File: config.mk
export PLATFORM = sky130hd
export DESIGN_NAME = audio_serial_fifo_status_irq
export DESIGN_NICKNAME = d
export VERILOG_FILES = /design/src/pkg/audio_fifo_pkg.sv /design/src/design/audio_serial_fifo_status_irq.sv
export SDC_FILE = /design/constraint.sdc
export NUM_CORES = 1
export LEC_CHECK = 0
export BUFFER_PORTS_ARGS = -buffer_cell sky130_fd_sc_hd__buf_2
export CAP_MARGIN = 15
export CORE_MARGIN = 1.5
export CORE_UTILIZATION = 60
export DETAILED_ROUTE_END_ITERATION = 6
export GPL_TIMING_DRIVEN = 0
export PLACE_DENSITY = 0.83
export SLEW_MARGIN = 25
export SYNTH_ARGS = -nofsm -noshare
export SYNTH_HDL_FRONTEND = slang
export SYNTH_SLANG_ARGS = --single-unit
File: constraint.sdc
create_clock -name ref_clk_i -period 4.4 [get_ports ref_clk_i]
set_input_delay 0.66 -clock ref_clk_i [delete_from_list [all_inputs] [get_ports ref_clk_i]]
set_output_delay 0.66 -clock ref_clk_i [all_outputs]
set_load 0.1 [all_outputs]
File: src/pkg/audio_fifo_pkg.sv
package audio_fifo_pkg;

    // ----------------------------------------------------------------
    // Register byte offsets
    // ----------------------------------------------------------------
    localparam logic [7:0] CTRL_OFS = 8'h00;
    localparam logic [7:0] IRQ_ENABLE_MASK_OFS = 8'h08;
    localparam logic [7:0] FIFO_AND_IRQ_STATUS_OFS = 8'h0c;
    localparam logic [7:0] TRANSMIT_FIFO_PORT_OFS = 8'h10;
    localparam logic [7:0] RECEIVE_FIFO_PORT_OFS = 8'h14;

    // ----------------------------------------------------------------
    // Control register fields
    // ----------------------------------------------------------------
    localparam int CTRL_RX_DMA_BIT = 21;
    localparam int CTRL_TX_DMA_BIT = 20;
    localparam int CTRL_RX_FLUSH_BIT = 19;
    localparam int CTRL_TX_FLUSH_BIT = 18;
    localparam int CTRL_LZC_EN_BIT = 17;
    localparam int CTRL_RZC_EN_BIT = 16;
    localparam int CTRL_RX_LIMIT_LSB = 12;
    localparam int CTRL_TX_LIMIT_LSB = 9;
    localparam logic [31:0] CTRL_RW_MASK = 32'h0033_7e00;
    localparam logic [31:0] CTRL_RESET = 32'h0000_0000;

    // ----------------------------------------------------------------
    // Interrupt enable fields
    // ----------------------------------------------------------------
    localparam int IE_LZC_BIT = 12;
    localparam int IE_RZC_BIT = 11;
    localparam int IE_TX_LIMIT_BIT = 10;
    localparam int IE_TX_OVER_BIT = 9;
    localparam int IE_TX_UNDER_BIT = 8;
    localparam int IE_RX_LIMIT_BIT = 2;
    localparam int IE_RX_OVER_BIT = 1;
    localparam int IE_RX_UNDER_BIT = 0;
    localparam logic [31:0] IE_RW_MASK = 32'h0000_1f07;
    localparam logic [31:0] IE_RESET = 32'h0000_0000;

    // ----------------------------------------------------------------
    // Status fields
    // ----------------------------------------------------------------
    localparam int ST_TXLVL_LSB = 28;
    localparam int ST_RXLVL_LSB = 24;
    localparam int ST_LEFT_ZC_BIT = 23;
    localparam int ST_RIGHT_ZC_BIT = 22;
    localparam int ST_TX_ACTIVE_BIT = 21;
    localparam int ST_TX_EMPTY_BIT = 20;
    localparam int ST_TX_FULL_BIT = 19;
    localparam int ST_TX_LIMIT_BIT = 18;
    localparam int ST_TX_OVER_BIT = 17;
    localparam int ST_TX_UNDER_BIT = 16;
    localparam int ST_RX_EMPTY_BIT = 12;
    localparam int ST_RX_FULL_BIT = 11;
    localparam int ST_RX_LIMIT_BIT = 10;
    localparam int ST_RX_OVER_BIT = 9;
    localparam int ST_RX_UNDER_BIT = 8;
    localparam int ST_RIGHT_BIT = 3;
    localparam int ST_TXINT_BIT = 2;
    localparam int ST_RXINT_BIT = 1;
    localparam int ST_INT_BIT = 0;
    localparam logic [31:0] STATUS_RESET = 32'h0014_1000;

    // ----------------------------------------------------------------
    // FIFO geometry
    // ----------------------------------------------------------------
    localparam int FIFO_DEPTH = 8;
    localparam logic [3:0] FIFO_FULL_LEVEL = 4'h8;
    localparam int SAMPLE_SIGN_BIT = 31;

endpackage

File: src/design/audio_serial_fifo_status_irq.sv
`timescale 1ns/1ns
`default_nettype none

module audio_serial_fifo_status_irq (
    input wire logic ref_clk_i,
    input wire logic rst_i,
    input wire logic wb_cyc_i,
    input wire logic wb_stb_i,
    input wire logic wb_we_i,
    input wire logic [7:0] wb_adr_i,
    input wire logic [3:0] wb_sel_i,
    input wire logic [31:0] wb_dat_i,
    output logic [31:0] wb_dat_o,
    output logic wb_ack_o,
    input wire logic tx_pop_i,
    input wire logic tx_shifter_idle_i,
    input wire logic tx_channel_right_i,
    output logic [31:0] tx_data_o,
    input wire logic rx_push_i,
    input wire logic [31:0] rx_data_i,
    output logic tx_dma_req_o,
    output logic rx_dma_req_o,
    output logic irq_o
);

    // ----------------------------------------------------------------
    // Helpers
    // ----------------------------------------------------------------
    function automatic logic [31:0] byte_merge(input logic [31:0] old, input logic [31:0] wdat,
                                               input logic [3:0] sel, input logic [31:0] rw);
        logic [31:0] m;
        m = {{8{sel[3]}}, {8{sel[2]}}, {8{sel[1]}}, {8{sel[0]}}} & rw;
        return (old & ~m) | (wdat & m);
    endfunction

    function automatic logic [31:0] byte_strobe(input logic [31:0] wdat, input logic [3:0] sel);
        return wdat & {{8{sel[3]}}, {8{sel[2]}}, {8{sel[1]}}, {8{sel[0]}}};
    endfunction

    // ----------------------------------------------------------------
    // Bus slave
    // ----------------------------------------------------------------
    logic [31:0] rdata_r, ctrl_r, irq_enable_mask_r, status_rd, w1c;
    logic ack_r, acc, wr_ctrl, wr_ie, wr_status, wr_txport, rd_rxport;

    // Side effects happen on the edge the master samples ack, once per ack; a request
    // still held after ack is acked and acted on again two cycles later.
    assign acc = wb_cyc_i & wb_stb_i & ack_r;
    assign wr_ctrl = acc & wb_we_i & (wb_adr_i == audio_fifo_pkg::CTRL_OFS);
    assign wr_ie = acc & wb_we_i & (wb_adr_i == audio_fifo_pkg::IRQ_ENABLE_MASK_OFS);
    assign wr_status = acc & wb_we_i & (wb_adr_i == audio_fifo_pkg::FIFO_AND_IRQ_STATUS_OFS);
    assign wr_txport = acc & wb_we_i & (wb_adr_i == audio_fifo_pkg::TRANSMIT_FIFO_PORT_OFS);
    assign rd_rxport = acc & ~wb_we_i & (wb_adr_i == audio_fifo_pkg::RECEIVE_FIFO_PORT_OFS);
    assign w1c = wr_status ? byte_strobe(wb_dat_i, wb_sel_i) : 32'h0000_0000;
    assign wb_ack_o = ack_r;
    assign wb_dat_o = rdata_r;

    always_ff @(posedge ref_clk_i or posedge rst_i) begin
        if (rst_i) begin
            ack_r <= 1'b0;
        end else begin
            ack_r <= wb_cyc_i & wb_stb_i & ~ack_r;
        end
    end

    // ----------------------------------------------------------------
    // Software registers
    // ----------------------------------------------------------------
    logic tx_flush, rx_flush;
    logic [2:0] tx_threshold_setting, rx_threshold_setting;

    always_ff @(posedge ref_clk_i or posedge rst_i) begin
        if (rst_i) begin
            ctrl_r <= audio_fifo_pkg::CTRL_RESET;
            irq_enable_mask_r <= audio_fifo_pkg::IE_RESET;
        end else begin
            if (wr_ctrl) begin
                ctrl_r <= byte_merge(ctrl_r, wb_dat_i, wb_sel_i, audio_fifo_pkg::CTRL_RW_MASK);
            end
            if (wr_ie) begin
                irq_enable_mask_r <= byte_merge(irq_enable_mask_r, wb_dat_i, wb_sel_i,
                                                audio_fifo_pkg::IE_RW_MASK);
            end
        end
    end

    // Flush bits are not stored, so they read back as zero
    assign tx_flush = wr_ctrl & wb_sel_i[2] & wb_dat_i[audio_fifo_pkg::CTRL_TX_FLUSH_BIT];
    assign rx_flush = wr_ctrl & wb_sel_i[2] & wb_dat_i[audio_fifo_pkg::CTRL_RX_FLUSH_BIT];
    assign tx_threshold_setting = ctrl_r[audio_fifo_pkg::CTRL_TX_LIMIT_LSB +: 3];
    assign rx_threshold_setting = ctrl_r[audio_fifo_pkg::CTRL_RX_LIMIT_LSB +: 3];

    // ----------------------------------------------------------------
    // Transmit buffer
    // ----------------------------------------------------------------
    logic [31:0] tx_mem [audio_fifo_pkg::FIFO_DEPTH];
    logic [2:0] tx_wr_r, tx_rd_r;
    logic [3:0] tx_level_r;
    logic tx_buffer_empty, tx_buffer_full, tx_push, tx_take;

    assign tx_buffer_empty = (tx_level_r == 4'h0);
    assign tx_buffer_full = (tx_level_r == audio_fifo_pkg::FIFO_FULL_LEVEL);
    assign tx_push = wr_txport & ~tx_buffer_full;
    assign tx_take = tx_pop_i & ~tx_buffer_empty;

    always_ff @(posedge ref_clk_i) begin
        if (tx_push) begin
            tx_mem[tx_wr_r] <= wb_dat_i;
        end
    end

    always_ff @(posedge ref_clk_i or posedge rst_i) begin
        if (rst_i) begin
            tx_wr_r <= 3'h0;
            tx_rd_r <= 3'h0;
            tx_level_r <= 4'h0;
            tx_data_o <= 32'h0000_0000;
        end else if (tx_flush) begin
            // Stored words are left in place; only the pointers and the level are cleared
            tx_wr_r <= 3'h0;
            tx_rd_r <= 3'h0;
            tx_level_r <= 4'h0;
        end else begin
            if (tx_push) begin
                tx_wr_r <= tx_wr_r + 3'h1;
            end
            if (tx_take) begin
                tx_rd_r <= tx_rd_r + 3'h1;
                tx_data_o <= tx_mem[tx_rd_r];
            end
            tx_level_r <= tx_level_r + {3'h0, tx_push} - {3'h0, tx_take};
        end
    end

    // ----------------------------------------------------------------
    // Receive buffer
    // ----------------------------------------------------------------
    logic [31:0] rx_mem [audio_fifo_pkg::FIFO_DEPTH];
    logic [2:0] rx_wr_r, rx_rd_r;
    logic [3:0] rx_level_r;
    logic rx_buffer_empty, rx_buffer_full, rx_pop, rx_overrun;

    assign rx_buffer_empty = (rx_level_r == 4'h0);
    assign rx_buffer_full = (rx_level_r == audio_fifo_pkg::FIFO_FULL_LEVEL);
    assign rx_pop = rd_rxport & ~rx_buffer_empty;
    assign rx_overrun = rx_push_i & rx_buffer_full & ~rx_pop;

    always_ff @(posedge ref_clk_i) begin
        if (rx_push_i) begin
            rx_mem[rx_wr_r] <= rx_data_i;
        end
    end

    always_ff @(posedge ref_clk_i or posedge rst_i) begin
        if (rst_i) begin
            rx_wr_r <= 3'h0;
            rx_rd_r <= 3'h0;
            rx_level_r <= 4'h0;
        end else if (rx_flush) begin
            rx_wr_r <= 3'h0;
            rx_rd_r <= 3'h0;
            rx_level_r <= 4'h0;
        end else begin
            if (rx_push_i) begin
                rx_wr_r <= rx_wr_r + 3'h1;
            end
            // On overrun the write lands on the oldest entry, which is dropped
            if (rx_pop || rx_overrun) begin
                rx_rd_r <= rx_rd_r + 3'h1;
            end
            if (!rx_overrun) begin
                rx_level_r <= rx_level_r + {3'h0, rx_push_i} - {3'h0, rx_pop};
            end
        end
    end

    // ----------------------------------------------------------------
    // Event flags (a set in the clearing cycle wins)
    // ----------------------------------------------------------------
    logic tx_overflow_flag, tx_underflow_flag, rx_overflow_flag, rx_underflow_flag;
    logic left_zero_cross_flag, right_zero_cross_flag, zc_hit;
    logic [1:0] last_sign_r;

    assign zc_hit = (tx_mem[tx_rd_r][audio_fifo_pkg::SAMPLE_SIGN_BIT] != last_sign_r[tx_channel_right_i])
                    | (tx_mem[tx_rd_r] == 32'h0000_0000);

    always_ff @(posedge ref_clk_i or posedge rst_i) begin
        if (rst_i) begin
            tx_overflow_flag <= 1'b0;
            tx_underflow_flag <= 1'b0;
            rx_overflow_flag <= 1'b0;
            rx_underflow_flag <= 1'b0;
        end else begin
            tx_overflow_flag <= (wr_txport & tx_buffer_full)
                                | (tx_overflow_flag & ~w1c[audio_fifo_pkg::ST_TX_OVER_BIT]);
            tx_underflow_flag <= (tx_pop_i & tx_buffer_empty)
                                 | (tx_underflow_flag & ~w1c[audio_fifo_pkg::ST_TX_UNDER_BIT]);
            rx_overflow_flag <= rx_overrun
                                | (rx_overflow_flag & ~w1c[audio_fifo_pkg::ST_RX_OVER_BIT]);
            rx_underflow_flag <= (rd_rxport & rx_buffer_empty)
                                 | (rx_underflow_flag & ~w1c[audio_fifo_pkg::ST_RX_UNDER_BIT]);
        end
    end

    // Sign history per channel is kept only for words actually sent
    always_ff @(posedge ref_clk_i or posedge rst_i) begin
        if (rst_i) begin
            last_sign_r <= 2'b00;
            left_zero_cross_flag <= 1'b0;
            right_zero_cross_flag <= 1'b0;
        end else begin
            if (tx_take) begin
                last_sign_r[tx_channel_right_i] <= tx_mem[tx_rd_r][audio_fifo_pkg::SAMPLE_SIGN_BIT];
            end
            left_zero_cross_flag <= (tx_take & ~tx_channel_right_i & zc_hit
                                     & ctrl_r[audio_fifo_pkg::CTRL_LZC_EN_BIT])
                                    | (left_zero_cross_flag & ~w1c[audio_fifo_pkg::ST_LEFT_ZC_BIT]);
            right_zero_cross_flag <= (tx_take & tx_channel_right_i & zc_hit
                                      & ctrl_r[audio_fifo_pkg::CTRL_RZC_EN_BIT])
                                     | (right_zero_cross_flag & ~w1c[audio_fifo_pkg::ST_RIGHT_ZC_BIT]);
        end
    end

    // ----------------------------------------------------------------
    // Busy, thresholds and interrupt status
    // ----------------------------------------------------------------
    logic tx_shifter_active, tx_threshold_flag, rx_threshold_flag;
    logic transmit_irq_status, receive_irq_status, combined_irq_status;

    always_ff @(posedge ref_clk_i or posedge rst_i) begin
        if (rst_i) begin
            tx_shifter_active <= 1'b0;
        end else if (tx_take) begin
            tx_shifter_active <= 1'b1;
        end else if (tx_buffer_empty && tx_shifter_idle_i) begin
            tx_shifter_active <= 1'b0;
        end
    end

    assign tx_threshold_flag = (tx_level_r <= {1'b0, tx_threshold_setting});
    assign rx_threshold_flag = (rx_level_r >= ({1'b0, rx_threshold_setting} + 4'h1));

    assign transmit_irq_status =
        (tx_threshold_flag & irq_enable_mask_r[audio_fifo_pkg::IE_TX_LIMIT_BIT])
        | (tx_overflow_flag & irq_enable_mask_r[audio_fifo_pkg::IE_TX_OVER_BIT])
        | (tx_underflow_flag & irq_enable_mask_r[audio_fifo_pkg::IE_TX_UNDER_BIT])
        | (left_zero_cross_flag & irq_enable_mask_r[audio_fifo_pkg::IE_LZC_BIT])
        | (right_zero_cross_flag & irq_enable_mask_r[audio_fifo_pkg::IE_RZC_BIT]);
    assign receive_irq_status =
        (rx_threshold_flag & irq_enable_mask_r[audio_fifo_pkg::IE_RX_LIMIT_BIT])
        | (rx_overflow_flag & irq_enable_mask_r[audio_fifo_pkg::IE_RX_OVER_BIT])
        | (rx_underflow_flag & irq_enable_mask_r[audio_fifo_pkg::IE_RX_UNDER_BIT]);
    assign combined_irq_status = transmit_irq_status | receive_irq_status;
    assign irq_o = combined_irq_status;

    assign tx_dma_req_o = ctrl_r[audio_fifo_pkg::CTRL_TX_DMA_BIT] & ~tx_buffer_full;
    assign rx_dma_req_o = ctrl_r[audio_fifo_pkg::CTRL_RX_DMA_BIT] & ~rx_buffer_empty;

    always_comb begin
        status_rd = 32'h0000_0000;
        status_rd[audio_fifo_pkg::ST_TXLVL_LSB +: 4] = tx_level_r;
        status_rd[audio_fifo_pkg::ST_RXLVL_LSB +: 4] = rx_level_r;
        status_rd[audio_fifo_pkg::ST_LEFT_ZC_BIT] = left_zero_cross_flag;
        status_rd[audio_fifo_pkg::ST_RIGHT_ZC_BIT] = right_zero_cross_flag;
        status_rd[audio_fifo_pkg::ST_TX_ACTIVE_BIT] = tx_shifter_active;
        status_rd[audio_fifo_pkg::ST_TX_EMPTY_BIT] = tx_buffer_empty;
        status_rd[audio_fifo_pkg::ST_TX_FULL_BIT] = tx_buffer_full;
        status_rd[audio_fifo_pkg::ST_TX_LIMIT_BIT] = tx_threshold_flag;
        status_rd[audio_fifo_pkg::ST_TX_OVER_BIT] = tx_overflow_flag;
        status_rd[audio_fifo_pkg::ST_TX_UNDER_BIT] = tx_underflow_flag;
        status_rd[audio_fifo_pkg::ST_RX_EMPTY_BIT] = rx_buffer_empty;
        status_rd[audio_fifo_pkg::ST_RX_FULL_BIT] = rx_buffer_full;
        status_rd[audio_fifo_pkg::ST_RX_LIMIT_BIT] = rx_threshold_flag;
        status_rd[audio_fifo_pkg::ST_RX_OVER_BIT] = rx_overflow_flag;
        status_rd[audio_fifo_pkg::ST_RX_UNDER_BIT] = rx_underflow_flag;
        status_rd[audio_fifo_pkg::ST_RIGHT_BIT] = tx_channel_right_i;
        status_rd[audio_fifo_pkg::ST_TXINT_BIT] = transmit_irq_status;
        status_rd[audio_fifo_pkg::ST_RXINT_BIT] = receive_irq_status;
        status_rd[audio_fifo_pkg::ST_INT_BIT] = combined_irq_status;
    end

    // Read data is captured with ack; the transmit port reads as zero
    always_ff @(posedge ref_clk_i or posedge rst_i) begin
        if (rst_i) begin
            rdata_r <= 32'h0000_0000;
        end else if (wb_cyc_i && wb_stb_i && !ack_r) begin
            unique case (wb_adr_i)
                audio_fifo_pkg::CTRL_OFS: rdata_r <= ctrl_r;
                audio_fifo_pkg::IRQ_ENABLE_MASK_OFS: rdata_r <= irq_enable_mask_r;
                audio_fifo_pkg::FIFO_AND_IRQ_STATUS_OFS: rdata_r <= status_rd;
                audio_fifo_pkg::RECEIVE_FIFO_PORT_OFS: rdata_r <= rx_mem[rx_rd_r];
                default: rdata_r <= 32'h0000_0000;
            endcase
        end
    end
endmodule

`default_nettype wire

==> metrics.yaml <==
status: "completed"
finalClockSkew_ns: 0.0322
final_antenna_net_count: 0
port_buffers: 150
grt_max_degree: 64
ys_seq_elements: 624
final_max_slew_viol_count: 0
finalSetupViolCount: 0
cts_tree: "yes"
worst_pin_slew_ns: 0.979
dieArea_sq_um: 42600
regToRegEndpoint: "left_zero_cross_flag"
cellPowerDensity_nw_per_um2: 631
fin_crit_ns: 4.13
critical_path_class: "register to register"
antenna_found_initial: 7
fmax_mhz: 242
power_leakage_uw: 0.0103
cts_buffer_depth: 3
vdd_drop_max_mv: 0.494
io_pins: 153
coreArea_sq_um: 40800
period_share: 0.940
drtIter0Drc: 1639
layout.nets: 1696
critPathLaunch: "tx_rd_r[2]"
clockRootBuffer: "clkbuf_16"
hold_buffers: 0
rows: 74
postSynthCellCount: 1343
num_vias: 13884
post_cts_resize_count: 0
arrival_ns: 4.66
grt_overflow: 0
rsz0062_at_grt: "no"
wl_per_cell_um: 27.7
timing.final.ws_setup_ns: 0.266
synth_nets: 1454
r2r-start: "tx_rd_r[2]"
grt_pass1_wl_mm: 89.2
hpwl_mm: 39.3
crit_path_start_kind: "register"
worstPathRequired_ns: 4.93
synthFlopType: "edfxtp_1"
avgSynthCellArea_sq_um: 18.5
end_kind: "register"
worst_hold_path_type: "input port to asynchronous set/reset pin"
synth-async-reset-ratio: 0.179
ys_types: 62
clkTransAtPathRegs_ns: 0.06
reg2reg_depth: 8
area_growth_pct: 16.5
initial_core_util: 0.608
final_common_cell: "edfxtp_1"
routed_wl_mm: 60.3
dr.pass1.iters: 6
die_w_um: 206
reg2reg_slack_ns: 0.27
yosysSeqAreaShare: 0.732
die_height_um: 206
grt_pass1_vias: 14311
whs_ns: 0.0767
synth_area_sq_um: 24800
layout_common_cells: "edfxtp_1 (512), buf_2 (171), mux4_2 (118)"
drc: 0
routed_via_density: 6.39
numClockSinks: 624
htreeDepth: 2
grt_use_total: 0.292
drv_cap: 0
path_max_fanout: 10
placed_area_sq_um: 27000
cts_setup_buffers: 0
cts_buffers: 58
synth_warnings: 0
slew_headroom: 0.347
synth_edf_count: 512
final_area_sq_um: 28900
pre_cts_slack_ns: 0.397
hold_viol_final: 0
drive_above_1_share: 0.287
gp_congestion: 0.897
clock_latency_ns: 0.63
==> Yosys cell counts (all sizes together), types with 5 or more instances <==
library cell | count | area share
nand3b | 7 | 0.0021
xnor2 | 5 | 0.0018
nand2b | 12 | 0.0030
and3 | 8 | 0.0020
nand3 | 7 | 0.0016
buf | 36 | 0.0084
ha | 24 | 0.012
a222oi | 9 | 0.0036
or4 | 5 | 0.0017
nand4 | 7 | 0.0018
o221ai | 9 | 0.0032
a21o | 5 | 0.0015
o31ai | 8 | 0.0024
inv | 24 | 0.0036
mux2 | 30 | 0.014
mux2i | 70 | 0.028
edfxtp | 512 | 0.62
nor3 | 14 | 0.0030
clkbuf | 29 | 0.0044
xor2 | 8 | 0.0028
nor4 | 5 | 0.0013
nor2 | 49 | 0.0074
mux4 | 118 | 0.11
o21a | 10 | 0.0030
nor2b | 8 | 0.0020
nand2 | 84 | 0.013
and2 | 9 | 0.0023
a21oi | 19 | 0.0038
dfrtp | 112 | 0.11
o21ai | 66 | 0.013
==> layout make-up <==
class,count,area (sq um)
Fill cell,2394,11900
Clock buffer,82,1650
Inverter,25,98.8
Buffer,65,319
Tap cell,532,666
Sequential cell,624,18200
Multi-Input combinational cell,629,6350
Antenna cell,9,22.5
Clock inverter,26,294
Timing Repair Buffer,182,1340
==> metal layers <==
metal	global-route usage	share of wire	up-vias
met1	0.369	0.36	7159
met4	0.109	0.031	4
met3	0.0571	0.087	132
met5	0	0.00043	-
met2	0.503	0.52	736
li1	-	-	5853
==> where the power goes <==
group	total [uW]	switching (uW)	internal [uW]	leakage (uW)
combinational	5810	3740	2070	0.00332
sequential	7310	284	7030	0.00603
clock	5120	2150	2970	0.000954
==> state kept, by name, summed over array words and instances (netlist names), 2 cells and up, named ones only <==
register     flops
rx_level_r       4
wb_dat_o        32
rx_wr_r          3
tx_wr_r          3
tx_level_r       4
last_sign_r      2
tx_rd_r          3
tx_data_o       32
rx_mem         256
rx_rd_r          3
tx_mem         256
==> worst max-delay path, cell delays in order, from the launching register on <==
cell,delay (ns)
dfrtp_1,0.59
clkbuf_1,0.68
clkbuf_1,0.57
mux4_2,0.42
mux2i_1,0.33
nand4_1,0.22
nor4_1,0.62
nand4_1,0.36
o21ai_1,0.24
==> cells by family (layout without fill, tap and decap cells) <==
logic type / count (synthesis) / count (layout) / synth area share
AOI/OAI and AO/OA: 151 / 151 / 0.0392
xor gates and xnor gates: 13 / 13 / 0.00459
adders and majority gates: 26 / 26 / 0.0137
buffers and inverters: 90 / 380 / 0.0166
DFF: 624 / 624 / 0.732
muxes: 218 / 218 / 0.149
other: 0 / 9 / 0
and+or+nand+nor: 221 / 221 / 0.0447
==> through the flow <==
stage          TNS, ns  total power [uW]  utilization  instances
2_1_floorplan        0             11600            -       1343
3_3_place_gp   -403.96             12900        0.643       2025
3_5_place_dp         0             13200        0.660       2057
4_1_cts              0             18300        0.708       2165
5_1_grt              0             18900        0.708       2169
6_report             0             18200        0.708       2174
==> worst max path at each step <==
stage                                end  slack [ns]  depth (start not counted)
floorplan                   tx_mem[6][0]        0.53                          5
global placement           rx_mem[0][17]       -1.51                          3
detailed placement  left_zero_cross_flag        0.40                          8
CTS                 left_zero_cross_flag        0.33                          8
global route        left_zero_cross_flag        0.24                          8
finish              left_zero_cross_flag        0.27                          8
Power figures use the tool's default switching activity.
